## src/verilog/dcmp_defs.svh

```systemverilog
// Register offsets, field positions and reset values for the dual comparator control block
`ifndef DCMP_DEFS_SVH
`define DCMP_DEFS_SVH
// ----------------------------------------------------------------------
// Register byte addresses (one 32-bit word each)
// ----------------------------------------------------------------------
`define DCMP_A_CTRL_ADDR 12'h000
`define DCMP_A_MODE_ADDR 12'h004
`define DCMP_B_CTRL_ADDR 12'h008
`define DCMP_B_MODE_ADDR 12'h00C
`define DCMP_IRQ_ADDR 12'h010
// ----------------------------------------------------------------------
// Control register fields
// ----------------------------------------------------------------------
`define DCMP_CTL_EN 7
`define DCMP_CTL_OUT 6
`define DCMP_CTL_RIF 5
`define DCMP_CTL_FIF 4
`define DCMP_CTL_HYP_HI 3
`define DCMP_CTL_HYP_LO 2
`define DCMP_CTL_HYN_HI 1
`define DCMP_CTL_HYN_LO 0
`define DCMP_CTL_PMUX_LO 8
`define DCMP_CTL_NMUX_LO 16
// ----------------------------------------------------------------------
// Mode register fields and reset values
// ----------------------------------------------------------------------
`define DCMP_MD_RSV 7
`define DCMP_MD_RIE 5
`define DCMP_MD_FIE 4
`define DCMP_MD_MD_HI 1
`define DCMP_MD_MD_LO 0
`define DCMP_MD_RESET 2'h2
`define DCMP_HYS_RESET 2'h0
// ----------------------------------------------------------------------
// Interrupt routing register fields
// ----------------------------------------------------------------------
`define DCMP_IRQ_GIE 0
`define DCMP_IRQ_SRC_A 1
`define DCMP_IRQ_SRC_B 2
`endif

```

## src/verilog/dcmp_pkg.sv

```systemverilog
// Types shared by the dual comparator control block
package dcmp_pkg;
    // Per-comparator software state
    typedef struct packed {
        logic en;
        logic sync1;
        logic sync2;
        logic rise_flag;
        logic fall_flag;
        logic [1:0] pos_hyst;
        logic [1:0] neg_hyst;
        logic rise_ie;
        logic fall_ie;
        logic [1:0] mode;
        logic src_en;
    } dcmp_chan_t;
    // Bus access phases
    typedef enum logic [1:0] {
        DCMP_IDLE = 2'b01,
        DCMP_ACC  = 2'b10
    } dcmp_phase_t;
endpackage

```

## src/verilog/dcmp_top.sv

```systemverilog
// Dual comparator digital control with APB register access
//
// Contract
// - Enabled output follows compare, else zero
// - Clock-synchronized copy of each output
// - Synced output readable, interrupt source, pin
// - Raw output feeds wake and reset logic
// - Raw pin output valid without clock
// - Detect both rising and falling edges
// - Flags set regardless of interrupt enable
// - Flags cleared only by software write
// - Per-edge enables in mode register
// - Irq needs flag, enable, source, global
// - Four response-time modes selectable
// - Disabled comparator enters low-power shutdown
// - No compare until enable set
// - Independent positive/negative hysteresis selects
// - Hysteresis delays respective output transitions
// - Input mux selects set by software
// - Both comparators share identical logic
// - Mode 00 fastest, 11 lowest power
// - Hysteresis 00 off, 11 maximum
// - Mode reserved bit reads one
//
// Our own choices: the APB slave port and the placing of the registers.
`timescale 1ns/100ps
`include "dcmp_defs.svh"
module dcmp_top import dcmp_pkg::*; #(
    parameter int MUX_W = 4
) (
    // Clock and reset
    input wire logic MCLK,
    input wire logic NRST,
    // APB slave
    input wire logic PSEL,
    input wire logic PENABLE,
    input wire logic PWRITE,
    input wire logic [11:0] PADDR,
    input wire logic [31:0] PWDATA,
    output logic [31:0] PRDATA,
    output logic PREADY,
    output logic PSLVERR,
    // Analog comparator results
    input wire logic CMP_A_ANALOG,
    input wire logic CMP_B_ANALOG,
    // Raw outputs to wake, reset and pin logic
    output logic CMP_A_RAW_OUT,
    output logic CMP_B_RAW_OUT,
    // Latched outputs to pin crossbar
    output logic CMP_A_LATCHED_OUT,
    output logic CMP_B_LATCHED_OUT,
    // Analog control
    output logic [1:0] CMP_ENABLE,
    output logic [3:0] CMP_MODE,
    output logic [3:0] CMP_POS_HYST_SEL,
    output logic [3:0] CMP_NEG_HYST_SEL,
    output logic [2*MUX_W-1:0] CMP_POS_MUX,
    output logic [2*MUX_W-1:0] CMP_NEG_MUX,
    // Interrupt request
    output logic CMP_IRQ
);
    // ------------------------------------------------------------------
    // State
    // ------------------------------------------------------------------
    typedef struct packed {
        dcmp_chan_t [1:0] ch;
        logic [1:0][MUX_W-1:0] pmux;
        logic [1:0][MUX_W-1:0] nmux;
        logic gie;
        dcmp_phase_t phase;
        logic [31:0] rdata;
        logic ready;
        logic err;
        logic irq;
        logic [1:0] seen; // Synced output one cycle late, for edges
    } dcmp_state_t;

    dcmp_state_t st;
    dcmp_state_t next_st;
    logic [1:0] analog;
    logic [1:0] raw;

    // Mux selects live in the upper bytes of the control word
    localparam int PMUX_LO = `DCMP_CTL_PMUX_LO;
    localparam int NMUX_LO = `DCMP_CTL_NMUX_LO;

    // Register index decode, used by both read and write paths
    function automatic logic [2:0] dcmp_decode(input logic [11:0] a);
        unique case (a)
            `DCMP_A_CTRL_ADDR: dcmp_decode = 3'h0;
            `DCMP_A_MODE_ADDR: dcmp_decode = 3'h1;
            `DCMP_B_CTRL_ADDR: dcmp_decode = 3'h2;
            `DCMP_B_MODE_ADDR: dcmp_decode = 3'h3;
            `DCMP_IRQ_ADDR: dcmp_decode = 3'h4;
            default: dcmp_decode = 3'h7;
        endcase
    endfunction

    // ------------------------------------------------------------------
    // Raw path
    // ------------------------------------------------------------------
    assign analog = {CMP_B_ANALOG, CMP_A_ANALOG};
    // no synchronizer in path; combinational so valid with clock stopped
    genvar gi;
    generate
        for (gi = 0; gi < 2; gi++) begin : g_raw
            assign raw[gi] = analog[gi] & st.ch[gi].en;
        end
    endgenerate
    assign CMP_A_RAW_OUT = raw[0];
    assign CMP_B_RAW_OUT = raw[1];

    // ------------------------------------------------------------------
    // Next state
    // ------------------------------------------------------------------
    always_comb begin
        logic [2:0] idx;
        logic [31:0] rd;
        logic wr;
        idx = dcmp_decode(PADDR);
        rd = 32'h0;
        wr = 1'b0;
        next_st = st;
        next_st.ready = 1'b0;
        next_st.err = 1'b0;
        for (int i = 0; i < 2; i++) begin
            next_st.ch[i].sync1 = raw[i];
            next_st.ch[i].sync2 = st.ch[i].sync1;
            // Delayed copy of the synced output, compared for edges below
            next_st.seen[i] = st.ch[i].sync2;
        end
        // APB access phase, answered in the second access cycle, after one wait state
        unique case (st.phase)
            DCMP_IDLE: begin
                if (PSEL && !PENABLE) begin
                    next_st.phase = DCMP_ACC;
                end
            end
            DCMP_ACC: begin
                next_st.phase = DCMP_IDLE;
                next_st.ready = 1'b1;
                next_st.err = (idx == 3'h7);
                wr = PSEL & PENABLE & PWRITE;
                for (int i = 0; i < 2; i++) begin
                    if (idx == 3'(2 * i)) begin
                        rd[`DCMP_CTL_EN] = st.ch[i].en;
                        rd[`DCMP_CTL_OUT] = st.ch[i].sync2;
                        rd[`DCMP_CTL_RIF] = st.ch[i].rise_flag;
                        rd[`DCMP_CTL_FIF] = st.ch[i].fall_flag;
                        rd[`DCMP_CTL_HYP_HI:`DCMP_CTL_HYP_LO] = st.ch[i].pos_hyst;
                        rd[`DCMP_CTL_HYN_HI:`DCMP_CTL_HYN_LO] = st.ch[i].neg_hyst;
                        rd[PMUX_LO +: MUX_W] = st.pmux[i];
                        rd[NMUX_LO +: MUX_W] = st.nmux[i];
                        if (wr) begin
                            next_st.ch[i].en = PWDATA[`DCMP_CTL_EN];
                            // writing 0 clears a flag, writing 1 keeps it
                            next_st.ch[i].rise_flag = st.ch[i].rise_flag & PWDATA[`DCMP_CTL_RIF];
                            next_st.ch[i].fall_flag = st.ch[i].fall_flag & PWDATA[`DCMP_CTL_FIF];
                            next_st.ch[i].pos_hyst = PWDATA[`DCMP_CTL_HYP_HI:`DCMP_CTL_HYP_LO];
                            next_st.ch[i].neg_hyst = PWDATA[`DCMP_CTL_HYN_HI:`DCMP_CTL_HYN_LO];
                            next_st.pmux[i] = PWDATA[PMUX_LO +: MUX_W];
                            next_st.nmux[i] = PWDATA[NMUX_LO +: MUX_W];
                        end
                    end
                    if (idx == 3'(2 * i + 1)) begin
                        rd[`DCMP_MD_RSV] = 1'b1;
                        rd[`DCMP_MD_RIE] = st.ch[i].rise_ie;
                        rd[`DCMP_MD_FIE] = st.ch[i].fall_ie;
                        rd[`DCMP_MD_MD_HI:`DCMP_MD_MD_LO] = st.ch[i].mode;
                        if (wr) begin
                            next_st.ch[i].rise_ie = PWDATA[`DCMP_MD_RIE];
                            next_st.ch[i].fall_ie = PWDATA[`DCMP_MD_FIE];
                            next_st.ch[i].mode = PWDATA[`DCMP_MD_MD_HI:`DCMP_MD_MD_LO];
                        end
                    end
                end
                if (idx == 3'h4) begin
                    rd[`DCMP_IRQ_GIE] = st.gie;
                    rd[`DCMP_IRQ_SRC_A] = st.ch[0].src_en;
                    rd[`DCMP_IRQ_SRC_B] = st.ch[1].src_en;
                    if (wr) begin
                        next_st.gie = PWDATA[`DCMP_IRQ_GIE];
                        next_st.ch[0].src_en = PWDATA[`DCMP_IRQ_SRC_A];
                        next_st.ch[1].src_en = PWDATA[`DCMP_IRQ_SRC_B];
                    end
                end
                next_st.rdata = rd;
            end
            default: next_st.phase = DCMP_IDLE;
        endcase
        // both edges of the synced output are caught
        // flag rises one cycle after the synced change
        // set whatever the enables; set beats a same-cycle clear
        for (int i = 0; i < 2; i++) begin
            if (st.ch[i].sync2 & ~st.seen[i]) begin
                next_st.ch[i].rise_flag = 1'b1;
            end
            if (~st.ch[i].sync2 & st.seen[i]) begin
                next_st.ch[i].fall_flag = 1'b1;
            end
        end
        next_st.irq = 1'b0;
        for (int i = 0; i < 2; i++) begin
            next_st.irq = next_st.irq | (st.gie & st.ch[i].src_en &
                ((st.ch[i].rise_flag & st.ch[i].rise_ie) | (st.ch[i].fall_flag & st.ch[i].fall_ie)));
        end
    end

    // ------------------------------------------------------------------
    // State register
    // ------------------------------------------------------------------
    always_ff @(posedge MCLK) begin
        if (!NRST) begin
            st <= '0;
            st.phase <= DCMP_IDLE;
            st.ch[0].mode <= `DCMP_MD_RESET;
            st.ch[1].mode <= `DCMP_MD_RESET;
        end else begin
            st <= next_st;
        end
    end

    // ------------------------------------------------------------------
    // Outputs
    // ------------------------------------------------------------------
    // latched outputs to crossbar; en low shuts analog down
    assign CMP_A_LATCHED_OUT = st.ch[0].sync2;
    assign CMP_B_LATCHED_OUT = st.ch[1].sync2;
    assign CMP_ENABLE = {st.ch[1].en, st.ch[0].en};
    assign CMP_MODE = {st.ch[1].mode, st.ch[0].mode};
    assign CMP_POS_HYST_SEL = {st.ch[1].pos_hyst, st.ch[0].pos_hyst};
    assign CMP_NEG_HYST_SEL = {st.ch[1].neg_hyst, st.ch[0].neg_hyst};
    // hysteresis applied by analog core using selects
    assign CMP_POS_MUX = {st.pmux[1], st.pmux[0]};
    assign CMP_NEG_MUX = {st.nmux[1], st.nmux[0]};
    assign PRDATA = st.rdata;
    assign PREADY = st.ready;
    assign PSLVERR = st.err;
    assign CMP_IRQ = st.irq;

    // ------------------------------------------------------------------
    // Assertions
    // ------------------------------------------------------------------
    property p_raw_gate;
        @(posedge MCLK) disable iff (!NRST) !st.ch[0].en |-> !CMP_A_RAW_OUT;
    endproperty
    a_raw_gate: assert property (p_raw_gate) else $error("raw out high while disabled");
    property p_rise_set;
        @(posedge MCLK) disable iff (!NRST) (st.ch[0].sync2 & !st.seen[0]) |=> st.ch[0].rise_flag;
    endproperty
    a_rise_set: assert property (p_rise_set) else $error("rise flag not set");
    property p_fall_set;
        @(posedge MCLK) disable iff (!NRST) (!st.ch[1].sync2 & st.seen[1]) |=> st.ch[1].fall_flag;
    endproperty
    a_fall_set: assert property (p_fall_set) else $error("fall flag not set");
    property p_sticky;
        @(posedge MCLK) disable iff (!NRST) (st.ch[0].rise_flag & !(PSEL & PENABLE & PWRITE)) |=> st.ch[0].rise_flag;
    endproperty
    a_sticky: assert property (p_sticky) else $error("flag cleared without write");
    property p_irq;
        @(posedge MCLK) disable iff (!NRST) !st.gie |=> !CMP_IRQ;
    endproperty
    a_irq: assert property (p_irq) else $error("irq without global enable");
    property p_ready;
        @(posedge MCLK) disable iff (!NRST) (PSEL & !PENABLE & st.phase == DCMP_IDLE) |=> ##1 PREADY;
    endproperty
    a_ready: assert property (p_ready) else $error("no ready after access");
    property p_sync;
        @(posedge MCLK) disable iff (!NRST) $rose(st.ch[0].sync1) |=> CMP_A_LATCHED_OUT;
    endproperty
    a_sync: assert property (p_sync) else $error("sync stage stuck");
    property p_mode_rst;
        @(posedge MCLK) $rose(NRST) |-> CMP_MODE == {2{`DCMP_MD_RESET}};
    endproperty
    a_mode_rst: assert property (p_mode_rst) else $error("mode reset value");
    property p_sticky_b;
        @(posedge MCLK) disable iff (!NRST) (st.ch[1].fall_flag & !(PSEL & PENABLE & PWRITE)) |=> st.ch[1].fall_flag;
    endproperty
    a_sticky_b: assert property (p_sticky_b) else $error("fall flag cleared without write");
    property p_irq_src;
        @(posedge MCLK) disable iff (!NRST) (!st.ch[0].src_en & !st.ch[1].src_en) |=> !CMP_IRQ;
    endproperty
    a_irq_src: assert property (p_irq_src) else $error("irq without any source");
    property p_dis_latched;
        @(posedge MCLK) disable iff (!NRST) (!st.ch[1].en ##1 !st.ch[1].en ##1 !st.ch[1].en) |-> !CMP_B_LATCHED_OUT;
    endproperty
    a_dis_latched: assert property (p_dis_latched) else $error("latched out high while disabled");
    c_rise: cover property (@(posedge MCLK) st.ch[0].rise_flag);
    c_fall: cover property (@(posedge MCLK) st.ch[1].fall_flag);
    c_irq: cover property (@(posedge MCLK) CMP_IRQ);
    c_err: cover property (@(posedge MCLK) PSLVERR);
endmodule // dcmp_top

```

## config.mk

```make
export PLATFORM = sky130hd
export DESIGN_NAME = dcmp_top
export DESIGN_NICKNAME = d
export VERILOG_FILES = /design/src/verilog/dcmp_pkg.sv /design/src/verilog/dcmp_top.sv
export VERILOG_INCLUDE_DIRS = /design/src /design/src/verilog
export SDC_FILE = /design/constraint.sdc
export NUM_CORES = 1
export LEC_CHECK = 0
export BUFFER_PORTS_ARGS = -buffer_cell sky130_fd_sc_hd__buf_2
export CAP_MARGIN = 20
export CORE_MARGIN = 2
export CORE_UTILIZATION = 30
export CTS_BUF_LIST = sky130_fd_sc_hd__clkbuf_2 sky130_fd_sc_hd__clkbuf_4 sky130_fd_sc_hd__clkbuf_8
export DETAILED_ROUTE_END_ITERATION = 10
export PLACE_DENSITY = 0.61
export SLEW_MARGIN = 20
export SYNTH_ARGS = -nofsm -noshare
export SYNTH_HDL_FRONTEND = slang
export SYNTH_SLANG_ARGS = --single-unit
```

## constraint.sdc

```tcl
create_clock -name MCLK -period 3.35 [get_ports MCLK]
set_clock_uncertainty 0.05 [all_clocks]
set_input_delay 0.8375 -clock MCLK [delete_from_list [all_inputs] [get_ports MCLK]]
set_output_delay 0.8375 -clock MCLK [all_outputs]
set_load 0.005 [all_outputs]
```

### Word-level counts from Yosys, hierarchy flattened

Cells that the tools add are included.

* equality and inequality tests: 11
* multiplexer cells: 43
* bitwise gates (word level): 27
* reductions and logical operators: 27

Operators with widths (count)
* two-way mux 4 bit: 14
* two-way mux 12 bit: 3
* two-way mux 28 bit: 1
* AND reduction 3 bit: 9
* equality test 12 x 4 -> 1 bit, second input constant: 2
* two-way mux 6 bit: 4
* nonzero test 2 bit: 12
* AND 1 bit: 20
* one-hot mux 3 bit (5 select lines): 1
* two-way mux 1 bit: 14
* equality test 12 x 3 -> 1 bit, second input constant: 1
* equality test 12 x 5 -> 1 bit, second input constant: 1
* logical NOT 12 bit: 1
* two-way mux 2 bit: 5
* equality test 3 x 2 -> 1 bit, second input constant: 2
* equality test 3 bit, second input constant: 2
* NOT 1 bit: 4
* AND reduction 2 bit: 2
* equality test 3 x 1 -> 1 bit, second input constant: 1
* logical NOT 3 bit: 1
* two-way mux 3 bit: 1
* bitwise OR 1 bit: 3
* equality test 2 x 1 -> 1 bit, second input constant: 1
* equality test 2 bit, second input constant: 1
* other kinds (2): 2

* register bits: 68
* input port bits: 51
* output and inout port bits: 69
* word-level logic and storage cells: 141

### Longest topological paths before layout

Gate-level depths: netlist (run 1).

* depth after elaboration: 8
* depth in mapped cells: 6
* gate-level depth less buffers: 4

### Worst setup path after synthesis (run 1)

Ideal clock, no wire load.

* path type: input port to flip-flop
* start point: input PADDR[11]
* end point: register st, in the netlist CMP_NEG_HYST_SEL[1]
* library setup time: 0.072 ns
* arrival time: 2.308 ns
* required time: 3.228 ns
* setup slack: 0.920 ns
* stages on the path: 6
* path buffers: 2
* path through: or4_4 nor4_4 and3_1 buf_6 buf_12 mux2i_1

* word-level cells in the longest chain between the ends: 4
* elaborated cells between the ends (all ways): 8
* classes of those cells: eq/ne: 4; mux: 1; reduce/logical: 3

RTL lines
* start, declared: line dcmp_top.sv:38 `input wire logic [11:0] PADDR,`
* equality test 12 x 5 -> 1 bit (tied with other cells): line dcmp_top.sv:89 `unique case (a)`
* one-hot mux 3 bit (5 select lines) (*): line dcmp_top.sv:89
* logical NOT 3 bit (*): line dcmp_top.sv:145 `if (idx == 3'(2 * i)) begin`
* AND reduction 3 bit (no source line) (*)
* end signal, assigned: line dcmp_top.sv:219 `st <= next_st;`
* end, declared: line dcmp_top.sv:78 `dcmp_state_t st;`

Every way passes the cells marked *; elsewhere a longest branch is shown, timed or not.
A chain may end at the register's enable or synchronous reset.

### Worst setup path after layout (run 1)

* start point: input PADDR[11]
* end point: register st, in the netlist CMP_MODE[3]

* word-level cells in the longest chain between the ends: 4
* elaborated cells between the ends (all ways): 8
* classes of those cells: eq/ne: 5; mux: 1; reduce/logical: 2

RTL lines
* equality test 12 x 5 -> 1 bit (tied with other cells): line dcmp_top.sv:89
* one-hot mux 3 bit (5 select lines) (*): line dcmp_top.sv:89
* equality test 3 x 2 -> 1 bit (*): line dcmp_top.sv:165 `if (idx == 3'(2 * i + 1)) begin`
* AND reduction 3 bit (no source line) (*)

Marked as above.

==> results of run 1 <==
synth_stat cells, types with 5 or more instances:
cell type and instances:
a21oi_1 13, a22oi_1 11, and2_1 5, buf_4 62, clkbuf_1 15, dfxtp_1 68
inv_1 6, mux2i_1 41, nand2_1 62, nor2_1 7, nor2b_1 7, o21ai_0 25
path summary, 6_finish.rpt:
path	from	endpoint	slack, ps
max	PADDR[11]	CMP_MODE[3]	930
min	st[38]	st[38]	380
max reg2reg	st[38]	st[80]	1660
min reg2reg	st[38]	st[38]	380
metrics by stage:
stage               utilization  power [uW]
floorplan                     -         888
global placement          0.322         909
detailed placement        0.322         911
CTS                       0.345        1750
global route              0.345        1800
finish                    0.345        1730
power by group through the flow:
| stage | clock network, uW | registers [uW] | logic, uW |
|---|---|---|---|
| detailed placement | 0 | 830 | 81.0 |
| global route | 895 | 811 | 91.3 |
| global placement | 0 | 830 | 79.1 |
| CTS | 860 | 811 | 81.1 |
| finish | 833 | 811 | 81.4 |
| floorplan | 0 | 830 | 58.3 |
state kept, by name (all words and copies together), names as in the netlist, 2 cells and up:
| signal | cells |
|---|---|
| PRDATA | 16 |
| st | 15 |
| CMP_NEG_HYST_SEL | 4 |
| CMP_ENABLE | 2 |
| CMP_MODE | 4 |
| CMP_POS_MUX | 8 |
| CMP_POS_HYST_SEL | 4 |
| CMP_NEG_MUX | 8 |
| next_st | 2 |
layer usage:
| metal | wire length, um | part of all wire | vias to the layer above | track usage |
|---|---|---|---|---|
| li1 | - | - | 1276 | - |
| met5 | 0 | 0 | - | 0 |
| met3 | 593 | 0.075 | 7 | 0.0474 |
| met1 | 3470 | 0.44 | 1225 | 0.169 |
| met4 | 81 | 0.010 | 0 | 0.0407 |
| met2 | 3750 | 0.47 | 86 | 0.215 |
cell type report:
type | instances | area share
Clock inverter | 6 | 0.0298
Timing Repair Buffer | 94 | 0.134
Tap cell | 140 | 0.0468
Clock buffer | 10 | 0.0368
Inverter | 6 | 0.00602
Sequential cell | 68 | 0.364
Multi-Input combinational cell | 229 | 0.382
cells by family (layout without fill, tap and decap cells):
family	Yosys count	after routing
AND/OR/NAND/NOR	110	110
buffers and inverters	91	116
flip-flops	68	68
AO/OA/AOI/OAI	62	62
multiplexers	41	41
other	1	16
==> results.cfg, run 1 <==
[worst_setup_path]
critical_path_class = input port to flop
critPathBufInv = 1
reg2reg_depth = 4
required_ps = 3570
crit_slowest_cell = or4_4
cp.depth = 5
worst_path_dominant_cell_family = simple AND/OR/NAND/NOR gates
arrival_ps = 2640
endpoint_kind = flop
crit_chain = buf_2 > or4_4 > nor3_2 > nand4_1 > mux2i_1
crit_fanout = 6
start_kind = input port
slowest_delay_ps = 590

[cts]
numCtsBuffers = 9
ctsRootBufferMaster = clkbuf_8
cts_tree = built
cts.path.max_buffers = 2
htree_levels = 3
cts-resized-gates = 0
ctsHoldBuffers = 0
clkTransAtPathRegs_ps = 70
post_cts_buffers = 0
clock_latency_ps = 350
cts_sinks = 68

[synth]
ys_ff_latch = 68
avgSynthCellArea_um2 = 8.95
ys_seq_area_frac = 0.408
synth_cell_types = 42
synth_top_family_by_area = buffers and inverters
synthArstFlopShare = 0
yosysTopAreaCellShare = 0.408
synth_compound_area_frac = 0.112
synth_fa_ha_area_frac = 0
post-synth-top-area-cell = dfxtp_1
synth_xor_area_frac = 0
synthSimpleGateAreaFrac = 0.172
yosys-mux-area-fraction = 0.123
synth.top_cells.by_area = dfxtp_1 (41%), buf_4 (14%), mux2i_1 (12%), nand2_1 (7.0%), o21ai_0 (3.7%)
synth_area_mm2 = 0.00334
synth_edf_count = 0
synth_ff_type = dfxtp_1
synth_cells = 373
ys.warnings.count = 0

[power]
p_leak_uw = 0.00169
clkPwrFrac = 0.483
p_sw_uw = 372
power_frac_comb = 0.047
p_int_uw = 1350
ir_drop_mv = 0.197
power_density_mw_per_mm2 = 462
p_sw_frac = 0.215
p_seq_frac = 0.470

[outcome]
status = finished clean

[die]
start_util = 0.308
die_x_um = 109
pin_count = 120
die_h_um = 109
row_count = 38
core_mm2 = 0.0108
dieArea_mm2 = 0.0120

[sta]
final_max_slew_viol_count = 0
fin_crit_ps = 2420
hold_violations = 0
setup_slack_ps = 930
fmax_mhz = 413
finalCritPeriodShare = 0.722
final.setup.tns_ps = 0
max_slew_margin = 0.650
rsz0062_at_grt = false
worstMarginPinSlew_ps = 522
setup_violations = 0
whs_ps = 380

[drt]
drt_first_pass_iters = 4
drc = 0
final_antenna_net_count = 0
viasPerCell = 4.69
wl_per_cell_um = 14.3
drt-initial-drc-count = 173
vias = 2594
wl_um = 7900

[global_routing]
grt_pass1_wl_um = 12200
grt_pass1_vias = 2400
antenna_found_initial = 0
overflow = 0
grt_max_degree = 44
track_usage = 0.134

[finish]
fin_nets = 459
layout.cells.non_filler = 553
area_growth_pct = 12.1
multiInputGateArea_mm2 = 0.00143
fin_area_mm2 = 0.00374
final_common_cell = buf_2
regArea_mm2 = 0.00136
fill_cells = 1128
drive_gt1_frac = 0.291
mostFrequentLayoutCells = buf_2 (86), dfxtp_1 (68), nand2_1 (62)
num_antenna_cells = 0

[placed_design]
place_worst_setup_slack_ps = 581
portBuffers = 86
dp.cells = 537
gp_congestion = 0.811
place_area_mm2 = 0.00349
dp_hpwl_um = 5700

[worst_hold_path]
hold_path_depth = 1
hold_class = flop to flop

[flow_run]
max_cap_viol_count = 0
Note: power is estimated with default switching activity, not from simulation.
==> inputs of run 2 (changes only) <==
==> constraint.sdc (replaced) <==
create_clock -name MCLK -period 2.3 [get_ports MCLK]
set_clock_uncertainty 0.05 [all_clocks]
set_input_delay 0.575 -clock MCLK [delete_from_list [all_inputs] [get_ports MCLK]]
set_output_delay 0.575 -clock MCLK [all_outputs]
set_load 0.005 [all_outputs]
==> results.cfg, run 2 (synthesis gave the netlist of run 1 again) <==
[sta]
finalCritPeriodShare = 0.869
whs_ps = 380
hold_violations = 0
fin_crit_ps = 2000
final_max_slew_viol_count = 0
fmax_mhz = 500
setup_violations = 0
rsz0062_at_grt = false

[worst_setup_path]
crit_slowest_cell = or4_4
reg2reg_depth = 5
critPathBufInv = 2
critical_path_class = input port to flop
endpoint_kind = flop
r2r_start = st[38]
crit_fanout = 8
crit_chain = buf_2 > or4_4 > nor4_4 > buf_4 > a22oi_1 > a21oi_1
required_ps = 2530
regToRegSetupSlack_ps = 660
start_kind = input port
worst_path_dominant_cell_family = simple AND/OR/NAND/NOR gates
r2r_end = CMP_NEG_MUX[1]
arrival_ps = 2230
slowest_delay_ps = 590

[global_routing]
overflow = 0
antenna_found_initial = 0
grt_pass1_wl_um = 12700
grt_pass1_vias = 2513
grt_max_degree = 34
track_usage = 0.140

[cts]
cts.path.max_buffers = 2
ctsRootBufferMaster = clkbuf_8
clkTransAtPathRegs_ps = 80
clock_latency_ps = 350
numCtsBuffers = 9
htree_levels = 3
cts_tree = built
cts_sinks = 68
cts-resized-gates = 0
ctsHoldBuffers = 0
post_cts_buffers = 0

[die]
row_count = 38
die_h_um = 109
core_mm2 = 0.0108
dieArea_mm2 = 0.0120
start_util = 0.308
die_x_um = 109
pin_count = 120

[drt]
final_antenna_net_count = 0
drt-initial-drc-count = 230
drc = 0
wl_um = 8040
wl_per_cell_um = 14.2
drt_first_pass_iters = 4
viasPerCell = 4.64
vias = 2629

[finish]
fin_nets = 473
area_growth_pct = 14.4
final_util = 0.352
drive_gt1_frac = 0.314
largest_register_ffs = 16
fin_area_mm2 = 0.00382
final_common_cell = buf_2
mostFrequentLayoutCells = buf_2 (86), dfxtp_1 (68), nand2_1 (62)
num_antenna_cells = 0

[placed_design]
gp_congestion = 0.802
dp_hpwl_um = 5890
place_area_mm2 = 0.00360
portBuffers = 86

[worst_hold_path]
hold_class = flop to flop
hp-start = st[38]
hold_path_depth = 1
min_to = st[38]

[power]
p_leak_uw = 0.00174
ir_drop_mv = 0.232
power_density_mw_per_mm2 = 632

[flow_run]
max_cap_viol_count = 0

[outcome]
status = finished clean
run 2: changes by cell type in the layout (fill, tap and decap cells not counted), sizes merged:
cell / before / now
buf: 94 / 108
bufinv: 3 / 2
clkinvlp: 1 / 2
run 2: final cells by class:
class                           count  area, um^2
Clock buffer                       10         131
Clock inverter                      6        88.8
Fill cell                        1115        7020
Inverter                            6        22.5
Multi-Input combinational cell    229        1430
Sequential cell                    68        1360
Tap cell                          140         175
Timing Repair Buffer              108         608
run 2: stage by stage:
step | cells | power, uW | TNS (ps) | setup slack, ps
6_report | 567 | 2410 | 0 | 301
4_1_cts | 567 | 2430 | 0 | 316
3_5_place_dp | 551 | 1330 | -1150 | -66.4
2_1_floorplan | 388 | 1290 | 0 | 133
3_3_place_gp | 551 | 1330 | -108 | -16.8
5_1_grt | 567 | 2500 | 0 | 221
run 2: worst reg2reg max path, delay by kind of cell, from the launching register on:
family	cells	cell delay (ps)
DFF	1	330
muxes	1	210
buffers and inverters	1	230
and+or+nand+nor	3	750
run 2: report_power, final:
group	switching [uW]	internal, uW	total, uW
sequential	1.67	1180	1180
combinational	74.2	45.3	119
clock	487	622	1110
total	563	1850	2410
run 2: per-layer routing:
metal | vias to the layer above | global-route usage | share of wire
met3 | 14 | 0.0409 | 0.073
li1 | 1293 | - | -
met4 | 0 | 0.0579 | 0.022
met2 | 92 | 0.227 | 0.47
met5 | - | 0 | 0
met1 | 1230 | 0.172 | 0.44
run 2: worst max-delay path by stage:
stage | cells past startpoint | endpoint | from | slack, ps
after CTS | 6 | PRDATA[3] | PADDR[11] | 320
after global placement | 6 | CMP_NEG_HYST_SEL[2] | PADDR[11] | -20
after global routing | 6 | CMP_NEG_HYST_SEL[3] | PADDR[11] | 220
after detailed placement | 6 | CMP_POS_MUX[6] | PADDR[11] | -70
final | 6 | PRDATA[3] | PADDR[11] | 300
after floorplan | 6 | CMP_NEG_HYST_SEL[1] | PADDR[11] | 130
